==> src/verilog/period_timer_pkg.sv <==
package period_timer_pkg;
   // Register indices as printed; byte address is four times the index
   localparam logic [7:0] IDX_IRQ_FLAGS   = 8'h0c;
   localparam logic [7:0] IDX_COUNTER     = 8'h11;
   localparam logic [7:0] IDX_CONTROL     = 8'h12;
   localparam logic [7:0] IDX_IRQ_ENABLES = 8'h8c;
   localparam logic [7:0] IDX_LIMIT       = 8'h92;
   localparam logic [7:0] IDX_EVT_STATUS  = 8'h40;
   localparam logic [7:0] IDX_EVT_MASK    = 8'h41;
   localparam int         ADDR_W          = 10;

   localparam logic [7:0] COUNTER_RST     = 8'h00;
   localparam logic [7:0] LIMIT_RST       = 8'hff;
   localparam logic [7:0] CONTROL_RST     = 8'h00;
   localparam logic [7:0] CONTROL_MASK    = 8'h7f;
   localparam logic [7:0] IRQ_FLAGS_MASK  = 8'hf7;

   localparam int         FLAG_BIT        = 1;
   localparam int         RUN_BIT         = 2;

   localparam logic [1:0] AXI_OKAY        = 2'h0;
   localparam logic [1:0] AXI_SLVERR      = 2'h2;

   typedef struct packed {
      logic [3:0] match_divide_select;
      logic       timer_run;
      logic [1:0] input_divide_select;
   } control_t;

   typedef struct packed {
      logic match_raw;
      logic match_post;
   } match_evt_t;

   function automatic logic [7:0] word_index(input logic [ADDR_W-1:0] addr);
      return addr[ADDR_W-1:2];
   endfunction
endpackage

==> src/verilog/period_timer.sv <==
// The AXI4-Lite slave port was left to the implementer.
module period_timer
   import period_timer_pkg::*;
(
   input  wire logic              aclk,
   input  wire logic              aresetn,
   input  wire logic [ADDR_W-1:0] s_axi_awaddr,
   input  wire logic              s_axi_awvalid,
   output logic                   s_axi_awready,
   input  wire logic [31:0]       s_axi_wdata,
   input  wire logic [3:0]        s_axi_wstrb,
   input  wire logic              s_axi_wvalid,
   output logic                   s_axi_wready,
   output logic [1:0]             s_axi_bresp,
   output logic                   s_axi_bvalid,
   input  wire logic              s_axi_bready,
   input  wire logic [ADDR_W-1:0] s_axi_araddr,
   input  wire logic              s_axi_arvalid,
   output logic                   s_axi_arready,
   output logic [31:0]            s_axi_rdata,
   output logic [1:0]             s_axi_rresp,
   output logic                   s_axi_rvalid,
   input  wire logic              s_axi_rready,
   output logic                   ssp_shift_tick,
   output logic                   pwm_timebase_match,
   output logic                   period_match_irq,
   output logic                   irq
);
   ////////////////////////////////////////////////////////////////////////////////////////////////
   // Registers
   logic [7:0] period_counter;
   logic [7:0] period_limit;
   control_t   period_timer_control;
   logic [7:0] peripheral_irq_flags_1;
   logic [7:0] peripheral_irq_enables_1;
   logic [1:0] evt_status;
   logic [1:0] evt_mask;

   logic              aw_held;
   logic              w_held;
   logic [ADDR_W-1:0] aw_addr;
   logic [31:0]       w_data;
   logic [3:0]        w_strb;

   ////////////////////////////////////////////////////////////////////////////////////////////////
   // Write channel: address and data may arrive in either order
   wire       aw_take   = s_axi_awvalid && s_axi_awready;
   wire       w_take    = s_axi_wvalid && s_axi_wready;
   wire       wr_fire   = aw_held && w_held && !s_axi_bvalid;
   wire [7:0] wr_idx    = word_index(aw_addr);
   wire       wr_lane0  = wr_fire && w_strb[0];
   wire [7:0] wbyte     = w_data[7:0];
   wire       wr_ctr    = wr_lane0 && (wr_idx == IDX_COUNTER);
   wire       wr_ctl    = wr_lane0 && (wr_idx == IDX_CONTROL);
   wire       wr_lim    = wr_lane0 && (wr_idx == IDX_LIMIT);
   wire       wr_flg    = wr_lane0 && (wr_idx == IDX_IRQ_FLAGS);
   wire       wr_ena    = wr_lane0 && (wr_idx == IDX_IRQ_ENABLES);
   wire       wr_msk    = wr_lane0 && (wr_idx == IDX_EVT_MASK);
   wire       wr_known  = (wr_idx == IDX_COUNTER) || (wr_idx == IDX_CONTROL) || (wr_idx == IDX_LIMIT) ||
                          (wr_idx == IDX_IRQ_FLAGS) || (wr_idx == IDX_IRQ_ENABLES) ||
                          (wr_idx == IDX_EVT_MASK) || (wr_idx == IDX_EVT_STATUS);

   ////////////////////////////////////////////////////////////////////////////////////////////////
   // Counting path
   wire        scaler_clear = wr_ctr || wr_ctl;
   wire        tick;
   wire        post_event;
   wire        at_limit = (period_counter == period_limit);
   wire        match    = tick && at_limit;
   match_evt_t evt;

   assign evt.match_raw  = match;
   assign evt.match_post = post_event;

   input_prescaler u_pre (
      .aclk          (aclk),
      .aresetn       (aresetn),
      .clear         (scaler_clear),
      .run           (period_timer_control.timer_run),
      .divide_select (period_timer_control.input_divide_select),
      .tick          (tick)
   );

   match_postscaler u_post (
      .aclk          (aclk),
      .aresetn       (aresetn),
      .clear         (scaler_clear),
      .match         (match),
      .divide_select (period_timer_control.match_divide_select),
      .event_out     (post_event)
   );

   always_ff @(posedge aclk) begin
      if (!aresetn) begin
         period_counter <= COUNTER_RST;
      end else if (wr_ctr) begin
         period_counter <= wbyte;
      end else if (match) begin
         period_counter <= COUNTER_RST;
      end else if (tick) begin
         period_counter <= period_counter + 8'h01;
      end
   end

   always_ff @(posedge aclk) begin
      if (!aresetn) begin
         period_limit <= LIMIT_RST;
      end else if (wr_lim) begin
         period_limit <= wbyte;
      end
   end

   // Control write loads control and clears both scaler counts; the counter keeps its value
   always_ff @(posedge aclk) begin
      if (!aresetn) begin
         period_timer_control <= control_t'(CONTROL_RST[6:0]);
      end else if (wr_ctl) begin
         period_timer_control <= control_t'(wbyte[6:0]);
      end
   end

   // Hardware set wins over a software clear in the same cycle
   wire [7:0] flag_set = 8'(post_event) << FLAG_BIT;
   always_ff @(posedge aclk) begin
      if (!aresetn) begin
         peripheral_irq_flags_1 <= 8'h00;
      end else if (wr_flg) begin
         peripheral_irq_flags_1 <= (wbyte & IRQ_FLAGS_MASK) | flag_set;
      end else begin
         peripheral_irq_flags_1 <= peripheral_irq_flags_1 | flag_set;
      end
   end

   always_ff @(posedge aclk) begin
      if (!aresetn) begin
         peripheral_irq_enables_1 <= 8'h00;
         evt_mask                 <= 2'h0;
      end else begin
         if (wr_ena) begin
            peripheral_irq_enables_1 <= wbyte & IRQ_FLAGS_MASK;
         end
         if (wr_msk) begin
            evt_mask <= wbyte[1:0];
         end
      end
   end

   ////////////////////////////////////////////////////////////////////////////////////////////////
   // Read channel
   wire [7:0] rd_idx  = word_index(s_axi_araddr);
   wire       rd_take = s_axi_arvalid && s_axi_arready;
   wire       rd_stat = rd_take && (rd_idx == IDX_EVT_STATUS);
   logic [7:0] rd_byte;
   logic       rd_ok;
   always_comb begin
      rd_ok = 1'b1;
      unique case (rd_idx)
         IDX_COUNTER:     rd_byte = period_counter;
         IDX_CONTROL:     rd_byte = {1'b0, period_timer_control};
         IDX_LIMIT:       rd_byte = period_limit;
         IDX_IRQ_FLAGS:   rd_byte = peripheral_irq_flags_1;
         IDX_IRQ_ENABLES: rd_byte = peripheral_irq_enables_1;
         IDX_EVT_STATUS:  rd_byte = {6'h00, evt_status};
         IDX_EVT_MASK:    rd_byte = {6'h00, evt_mask};
         default: begin
            rd_byte = 8'h00;
            rd_ok   = 1'b0;
         end
      endcase
   end

   // Sticky event bits cleared by reading; a new event in the read cycle survives
   always_ff @(posedge aclk) begin
      if (!aresetn) begin
         evt_status <= 2'h0;
      end else begin
         evt_status <= (rd_stat ? 2'h0 : evt_status) | evt;
      end
   end

   ////////////////////////////////////////////////////////////////////////////////////////////////
   // Bus handshakes
   always_ff @(posedge aclk) begin
      if (!aresetn) begin
         aw_held       <= 1'b0;
         w_held        <= 1'b0;
         aw_addr       <= '0;
         w_data        <= 32'h0000_0000;
         w_strb        <= 4'h0;
         s_axi_awready <= 1'b0;
         s_axi_wready  <= 1'b0;
         s_axi_bvalid  <= 1'b0;
         s_axi_bresp   <= AXI_OKAY;
      end else begin
         s_axi_awready <= !aw_held && !aw_take && !s_axi_bvalid;
         s_axi_wready  <= !w_held && !w_take && !s_axi_bvalid;
         if (aw_take) begin
            aw_held <= 1'b1;
            aw_addr <= s_axi_awaddr;
         end
         if (w_take) begin
            w_held <= 1'b1;
            w_data <= s_axi_wdata;
            w_strb <= s_axi_wstrb;
         end
         if (wr_fire) begin
            aw_held      <= 1'b0;
            w_held       <= 1'b0;
            s_axi_bvalid <= 1'b1;
            s_axi_bresp  <= wr_known ? AXI_OKAY : AXI_SLVERR;
         end else if (s_axi_bvalid && s_axi_bready) begin
            s_axi_bvalid <= 1'b0;
         end
      end
   end

   always_ff @(posedge aclk) begin
      if (!aresetn) begin
         s_axi_arready <= 1'b0;
         s_axi_rvalid  <= 1'b0;
         s_axi_rdata   <= 32'h0000_0000;
         s_axi_rresp   <= AXI_OKAY;
      end else begin
         s_axi_arready <= !s_axi_rvalid && !rd_take;
         if (rd_take) begin
            s_axi_rvalid <= 1'b1;
            s_axi_rdata  <= {24'h00_0000, rd_byte};
            s_axi_rresp  <= rd_ok ? AXI_OKAY : AXI_SLVERR;
         end else if (s_axi_rvalid && s_axi_rready) begin
            s_axi_rvalid <= 1'b0;
         end
      end
   end

   ////////////////////////////////////////////////////////////////////////////////////////////////
   // Outputs, all registered
   always_ff @(posedge aclk) begin
      if (!aresetn) begin
         ssp_shift_tick     <= 1'b0;
         pwm_timebase_match <= 1'b0;
         period_match_irq   <= 1'b0;
         irq                <= 1'b0;
      end else begin
         ssp_shift_tick     <= match;
         pwm_timebase_match <= match;
         period_match_irq   <= peripheral_irq_flags_1[FLAG_BIT] &&
                               peripheral_irq_enables_1[FLAG_BIT];
         irq                <= |(evt_status & evt_mask);
      end
   end

   ////////////////////////////////////////////////////////////////////////////////////////////////
   // Checks
   chk_wrap_to_zero: assert property (@(posedge aclk) disable iff (!aresetn)
      match && !wr_ctr |=> period_counter == COUNTER_RST) else $error("counter did not wrap at limit");
   chk_stop_holds: assert property (@(posedge aclk) disable iff (!aresetn)
      !period_timer_control.timer_run && !wr_ctr |=> $stable(period_counter)) else $error("counter moved while stopped");
   chk_ctl_keeps_count: assert property (@(posedge aclk) disable iff (!aresetn)
      wr_ctl |=> period_counter == $past(period_counter)) else $error("control write changed counter");
   chk_flag_latch: assert property (@(posedge aclk) disable iff (!aresetn)
      post_event |=> peripheral_irq_flags_1[FLAG_BIT]) else $error("flag not latched");
   chk_flag_sticky: assert property (@(posedge aclk) disable iff (!aresetn)
      peripheral_irq_flags_1[FLAG_BIT] && !wr_flg |=> peripheral_irq_flags_1[FLAG_BIT]) else $error("flag dropped");
   chk_irq_gate: assert property (@(posedge aclk) disable iff (!aresetn)
      period_match_irq |-> $past(peripheral_irq_enables_1[FLAG_BIT])) else $error("request without enable");
   chk_post_only_on_match: assert property (@(posedge aclk) disable iff (!aresetn)
      post_event |-> match) else $error("postscaled event without match");
   chk_every_match: assert property (@(posedge aclk) disable iff (!aresetn)
      match && !scaler_clear && period_timer_control.match_divide_select == 4'h0 |-> post_event)
      else $error("1:1 postscale missed a match");
   chk_ssp_follows: assert property (@(posedge aclk) disable iff (!aresetn)
      match |=> ssp_shift_tick) else $error("shift tick missing");
   chk_one_to_one: assert property (@(posedge aclk) disable iff (!aresetn)
      period_timer_control.timer_run && period_timer_control.input_divide_select == 2'h0 && !scaler_clear
      |-> tick) else $error("1:1 prescale missed a cycle");
   chk_scaler_clear: assert property (@(posedge aclk) disable iff (!aresetn)
      scaler_clear |=> u_pre.count == 4'h0 && u_post.count == 4'h0) else $error("scaler counters not cleared");
endmodule

==> src/verilog/input_prescaler.sv <==
module input_prescaler
   import period_timer_pkg::*;
(
   input  wire logic       aclk,
   input  wire logic       aresetn,
   input  wire logic       clear,
   input  wire logic       run,
   input  wire logic [1:0] divide_select,
   output logic            tick
);
   localparam logic [3:0] DIV1_LAST  = 4'h0;
   localparam logic [3:0] DIV4_LAST  = 4'h3;
   localparam logic [3:0] DIV16_LAST = 4'hf;

   logic [3:0] count;
   logic [3:0] last;

   // Upper bit set selects 1:16 whatever the lower bit
   assign last = divide_select[1] ? DIV16_LAST : (divide_select[0] ? DIV4_LAST : DIV1_LAST);
   assign tick = run && !clear && (count >= last);

   always_ff @(posedge aclk) begin
      if (!aresetn || clear) begin
         count <= 4'h0;
      end else if (tick) begin
         count <= 4'h0;
      end else if (run) begin
         count <= count + 4'h1;
      end
   end
endmodule

==> src/verilog/match_postscaler.sv <==
module match_postscaler
   import period_timer_pkg::*;
(
   input  wire logic       aclk,
   input  wire logic       aresetn,
   input  wire logic       clear,
   input  wire logic       match,
   input  wire logic [3:0] divide_select,
   output logic            event_out
);
   logic [3:0] count;

   // Select n gives one event every n+1 matches
   assign event_out = match && !clear && (count >= divide_select);

   always_ff @(posedge aclk) begin
      if (!aresetn || clear) begin
         count <= 4'h0;
      end else if (event_out) begin
         count <= 4'h0;
      end else if (match) begin
         count <= count + 4'h1;
      end
   end
endmodule

==> config.mk <==
export PLATFORM = sky130hd
export DESIGN_NAME = period_timer
export DESIGN_NICKNAME = d
export VERILOG_FILES = /design/src/verilog/period_timer_pkg.sv /design/src/verilog/period_timer.sv /design/src/verilog/input_prescaler.sv /design/src/verilog/match_postscaler.sv
export SDC_FILE = /design/constraint.sdc
export NUM_CORES = 1
export LEC_CHECK = 0
export BUFFER_PORTS_ARGS = -buffer_cell sky130_fd_sc_hd__clkbuf_2
export CORE_MARGIN = 1
export CORE_UTILIZATION = 53
export CTS_CLUSTER_DIAMETER = 50
export DETAILED_ROUTE_END_ITERATION = 16
export GPL_TIMING_DRIVEN = 1
export PLACE_DENSITY = 0.84
export SLEW_MARGIN = 10
export SYNTH_ARGS = -nofsm -noshare
export SYNTH_HDL_FRONTEND = slang
export SYNTH_SLANG_ARGS = --single-unit
==> constraint.sdc <==
create_clock -name aclk -period 2.7 [get_ports aclk]
set_clock_uncertainty 0.05 [all_clocks]
set_input_delay 0.54 -clock aclk [delete_from_list [all_inputs] [get_ports aclk]]
set_output_delay 0.54 -clock aclk [all_outputs]
set_load 0.05 [all_outputs]
==> impl_metrics.prom <==
# TYPE chip_impl_metric gauge
chip_impl_metric{name="slew_viol_final",unit=""} 0
chip_impl_metric{name="worst_skew_pair.late_latency",unit="ns"} 0.37
chip_impl_metric{name="gp_congestion",unit=""} 0.842
chip_impl_metric{name="timing.critical_path.slowest_cell_delay",unit="ns"} 0.43
chip_impl_metric{name="cts_inserted_buffers",unit=""} 9
chip_impl_info{name="crit_chain",value="or2_2 -> ha_1 -> nand2b_1 -> a21oi_1 -> o21ai_4 -> nand4_2 -> or3_1 -> a21oi_1"} 1
chip_impl_metric{name="hold_violations",unit=""} 0
chip_impl_metric{name="first_global_vias",unit=""} 3337
chip_impl_metric{name="placement.io_buffers",unit=""} 50
chip_impl_info{name="rsz0062_at_grt",value="no"} 1
chip_impl_metric{name="postCtsSetupRepairBufs",unit=""} 0
chip_impl_metric{name="grt_overflow_total",unit=""} 0
chip_impl_metric{name="cts_max_path_buffers",unit=""} 2
chip_impl_metric{name="detail_route.wirelength",unit="um"} 9780
chip_impl_metric{name="number_of_enable_type_register_cells_in_the_synthesized_netlist",unit=""} 0
chip_impl_metric{name="finalCritPeriodShare",unit="%"} 88.6
chip_impl_metric{name="synthXorXnorAreaFrac",unit="%"} 2.47
chip_impl_metric{name="global_route.usage.total",unit="%"} 24.2
chip_impl_metric{name="initial_utilization",unit="%"} 54.8
chip_impl_info{name="outcome",value="finished, final reports clean"} 1
chip_impl_metric{name="synth-async-reset-ratio",unit="%"} 0
chip_impl_info{name="setup.worst_path.class",value="register to register"} 1
chip_impl_metric{name="power_per_cell_area",unit="nW/um^2"} 520
chip_impl_metric{name="die_width",unit="um"} 91.6
chip_impl_metric{name="detailedPlacementHpwl",unit="um"} 7090
chip_impl_metric{name="timing.fmax",unit="MHz"} 418
chip_impl_info{name="critical_path.startpoint_type",value="register"} 1
chip_impl_metric{name="clkTransAtPathRegs",unit="ns"} 0.09
chip_impl_metric{name="power.ir.vdd_worst",unit="V"} 0.000348
chip_impl_metric{name="initialDrtViolationCount",unit=""} 254
chip_impl_metric{name="route.detailed.vias_per_inst",unit=""} 5.70
chip_impl_metric{name="synth.cell_area",unit="um^2"} 4260
chip_impl_metric{name="synth_fa_ha_area_share",unit="%"} 3.23
chip_impl_info{name="hold_path_class",value="primary input to register"} 1
chip_impl_metric{name="dieArea",unit="um^2"} 8400
chip_impl_metric{name="max_slew.worst_pin.slew",unit="ns"} 0.649
chip_impl_metric{name="post_layout_cell_count",unit=""} 645
chip_impl_metric{name="syn_avg_cell_area",unit="um^2"} 8.64
chip_impl_metric{name="grt_max_degree",unit=""} 54
chip_impl_metric{name="flip_flop_and_latch_count_after_synthesis",unit=""} 86
chip_impl_metric{name="max_slew_margin",unit="%"} 56.7
chip_impl_info{name="most-common-layout-cells",value="86 x dfxtp_1, 59 x nand2_1, 50 x clkbuf_2"} 1
chip_impl_info{name="dominantRegCellSynth",value="dfxtp_1"} 1
chip_impl_metric{name="synthSimpleGateAreaFrac",unit="%"} 22.3
chip_impl_metric{name="floorplan.io_pins",unit=""} 108
chip_impl_info{name="slowest_stage",value="or3_1"} 1
chip_impl_metric{name="synth-seq-area-share",unit="%"} 40.4
chip_impl_metric{name="timing.critical_path.buf_inv",unit=""} 0
chip_impl_metric{name="die_height",unit="um"} 91.6
chip_impl_metric{name="routed_wire_length_per_instance",unit="um"} 15.2
chip_impl_metric{name="drv_cap",unit=""} 0
chip_impl_info{name="mostFrequentLayoutCell",value="dfxtp_1"} 1
chip_impl_metric{name="antenna_violating_nets_remaining",unit=""} 0
chip_impl_metric{name="synthDistinctLibCells",unit=""} 61
chip_impl_metric{name="post_cts_resize_count",unit=""} 0
chip_impl_metric{name="cell_leakage_power",unit="nW"} 1.88
chip_impl_info{name="critical_path.endpoint_type",value="register"} 1
chip_impl_metric{name="cts.sinks",unit=""} 86
chip_impl_info{name="cts_tree",value="built"} 1
chip_impl_metric{name="placed_cells",unit=""} 629
chip_impl_metric{name="num_vias",unit=""} 3679
chip_impl_metric{name="critPathMaxFanout",unit=""} 8
chip_impl_metric{name="post-route-min-period",unit="ns"} 2.39
chip_impl_info{name="critPathMostFrequentCell",value="a21oi_1"} 1
chip_impl_metric{name="areaGrowthSynthToFinish",unit="%"} 9.96
chip_impl_info{name="root_buffer_cell",value="clkbuf_8"} 1
chip_impl_metric{name="timing.final.setup_violations",unit=""} 0
chip_impl_metric{name="cts-hold-fix-buffers",unit=""} 0
chip_impl_metric{name="synth-compound-area-share",unit="%"} 14.7
chip_impl_metric{name="detailedRoute.firstPassIterationCount",unit=""} 5
chip_impl_metric{name="antenna_found_initial",unit=""} 0
chip_impl_metric{name="fin_setup_tns",unit="ns"} 0
chip_impl_metric{name="ctsHtreeMaxLevel",unit=""} 3
chip_impl_info{name="cell_type_group_with_the_largest_total_delay_on_the_critical_path",value="simple AND/OR/NAND/NOR gates"} 1
chip_impl_metric{name="fin_hold_ws",unit="ns"} 0.338
chip_impl_info{name="main_combinational_cell_family_by_area_after_synthesis",value="simple AND/OR/NAND/NOR gates"} 1
chip_impl_metric{name="syn-instance-count",unit=""} 493
chip_impl_metric{name="critPathRequiredTime",unit="ns"} 2.95
chip_impl_metric{name="synth_warnings",unit=""} 0
chip_impl_metric{name="placementRows",unit=""} 32
chip_impl_metric{name="wire_length_of_the_first_global_routing_pass",unit="um"} 15900
chip_impl_metric{name="fin_nets",unit=""} 612
chip_impl_metric{name="post_route_cells_drive_above_1_share",unit="%"} 16.2
chip_impl_metric{name="antenna_cells",unit=""} 0
chip_impl_metric{name="worst-endpoint-arrival",unit="ns"} 2.64
chip_impl_metric{name="drt_drc_violations_left",unit=""} 0
chip_impl_metric{name="coreArea",unit="um^2"} 7770
chip_impl_metric{name="muxShareOfSynthArea",unit="%"} 9.02
chip_impl_metric{name="finish.utilization",unit="%"} 60.3
==> kinds of logic (layout without fill, tap and decap cells) <==
family                     after synthesis  count (layout)
AOI/OAI and AO/OA                       99              99
xor gates and xnor gates                12              12
adders and majority gates               11              11
buffers and inverters                   59              84
DFF                                     86              86
muxes                                   38              38
other                                    1              26
and+or+nand+nor                        187             187
==> final timing paths <==
path	start	to	slack [ns]	cells past startpoint
max	period_timer_control[1]$_SDFFE_PN0P_	u_post.count[3]$_SDFFE_PP0N_	0.31	8
min	s_axi_wdata[5]	w_data[5]$_SDFFE_PN0P_	0.34	3
max reg2reg	period_timer_control[1]$_SDFFE_PN0P_	u_post.count[3]$_SDFFE_PP0N_	0.31	8
min reg2reg	s_axi_rvalid$_SDFFE_PN0P_	s_axi_arready$_SDFF_PN0_	0.40	1
==> state kept, by name, indices dropped and copies added (netlist names), 7 cells and up <==
name and cells:
peripheral_irq_flags_1 7, aw_addr 8, period_limit 8, period_timer_control 7, s_axi_rdata 8, peripheral_irq_enables_1 7, period_counter 8, w_data 8
==> cell type report <==
type                    count  area, um^2
fillers                   681        3090
multi-input cells         373        2300
flip-flops and latches     86        1720
repair buffers             56         295
clock buffers              11         151
well taps                 102         128
inverters                  12        45.0
clock inverters             5        42.5
==> metal layers <==
| metal | routed length, um | share of wire [%] | vias to the layer above | global-route usage, % |
|---|---|---|---|---|
| met2 | 4770 | 49 | 133 | 40.2 |
| met1 | 4190 | 43 | 1751 | 30.5 |
| met3 | 580 | 5.9 | 20 | 4.31 |
| li1 | - | - | 1775 | - |
| met5 | 0 | 0 | - | 0 |
| met4 | 245 | 2.5 | 0 | 11.1 |
==> synth_stat cells (2+ instances only) <==
cell       count  share of area [%]
nand2_1       59                5.2
xnor2_1       10                2.1
o21ai_0       21                2.5
nor4_1         2               0.29
nand2b_1       5               0.73
dfxtp_1       86                 40
nor3b_1        4               0.71
nor4b_1        2               0.41
ha_1          11                3.2
nand4_1        9                1.3
and3_1         6               0.88
a21oi_1       39                4.6
a221oi_1       7                1.4
o21a_1         2               0.35
mux2i_1       35                8.2
nor2b_1        7                1.0
a22o_1         5                1.0
and4_1         2               0.41
nor2_1        48                4.2
or3_1          3               0.44
o2111ai_1      2               0.41
a31oi_1        6               0.88
a21o_1         2               0.35
o21ai_1        3               0.35
and2_1         2               0.29
inv_1         11               0.97
nand3_1       16                1.9
o211ai_1       2               0.35
xor2_1         2               0.41
nor3_1         5               0.59
a22oi_1        3               0.53
buf_4         27                4.8
clkbuf_1      18                1.6
nand3b_1       2               0.35
mux2_2         3               0.79
==> report_power, final <==
part / total (mW) / switching [mW] / internal (mW) / leakage [nW]
clock: 0.877 / 0.483 / 0.394 / 0.101
combinational: 0.239 / 0.184 / 0.0549 / 1.08
sequential: 1.32 / 0.0312 / 1.29 / 0.696
total: 2.44 / 0.698 / 1.74 / 1.88
==> through the flow <==
stage / setup WS (ns) / total power, mW / cell area (um^2)
2_1_floorplan: 0.561 / 1.56 / 4350
3_3_place_gp: 0.443 / 1.58 / 4490
3_5_place_dp: 0.351 / 1.59 / 4490
4_1_cts: 0.327 / 2.44 / 4680
5_1_grt: 0.148 / 2.52 / 4680
6_report: 0.307 / 2.44 / 4680
==> tightest hold or removal path, cell delays in order <==
cell	delay, ns
clkbuf_2	0.08
nand2_1	0.04
a21oi_1	0.05
Power figures use the tool's default switching activity.
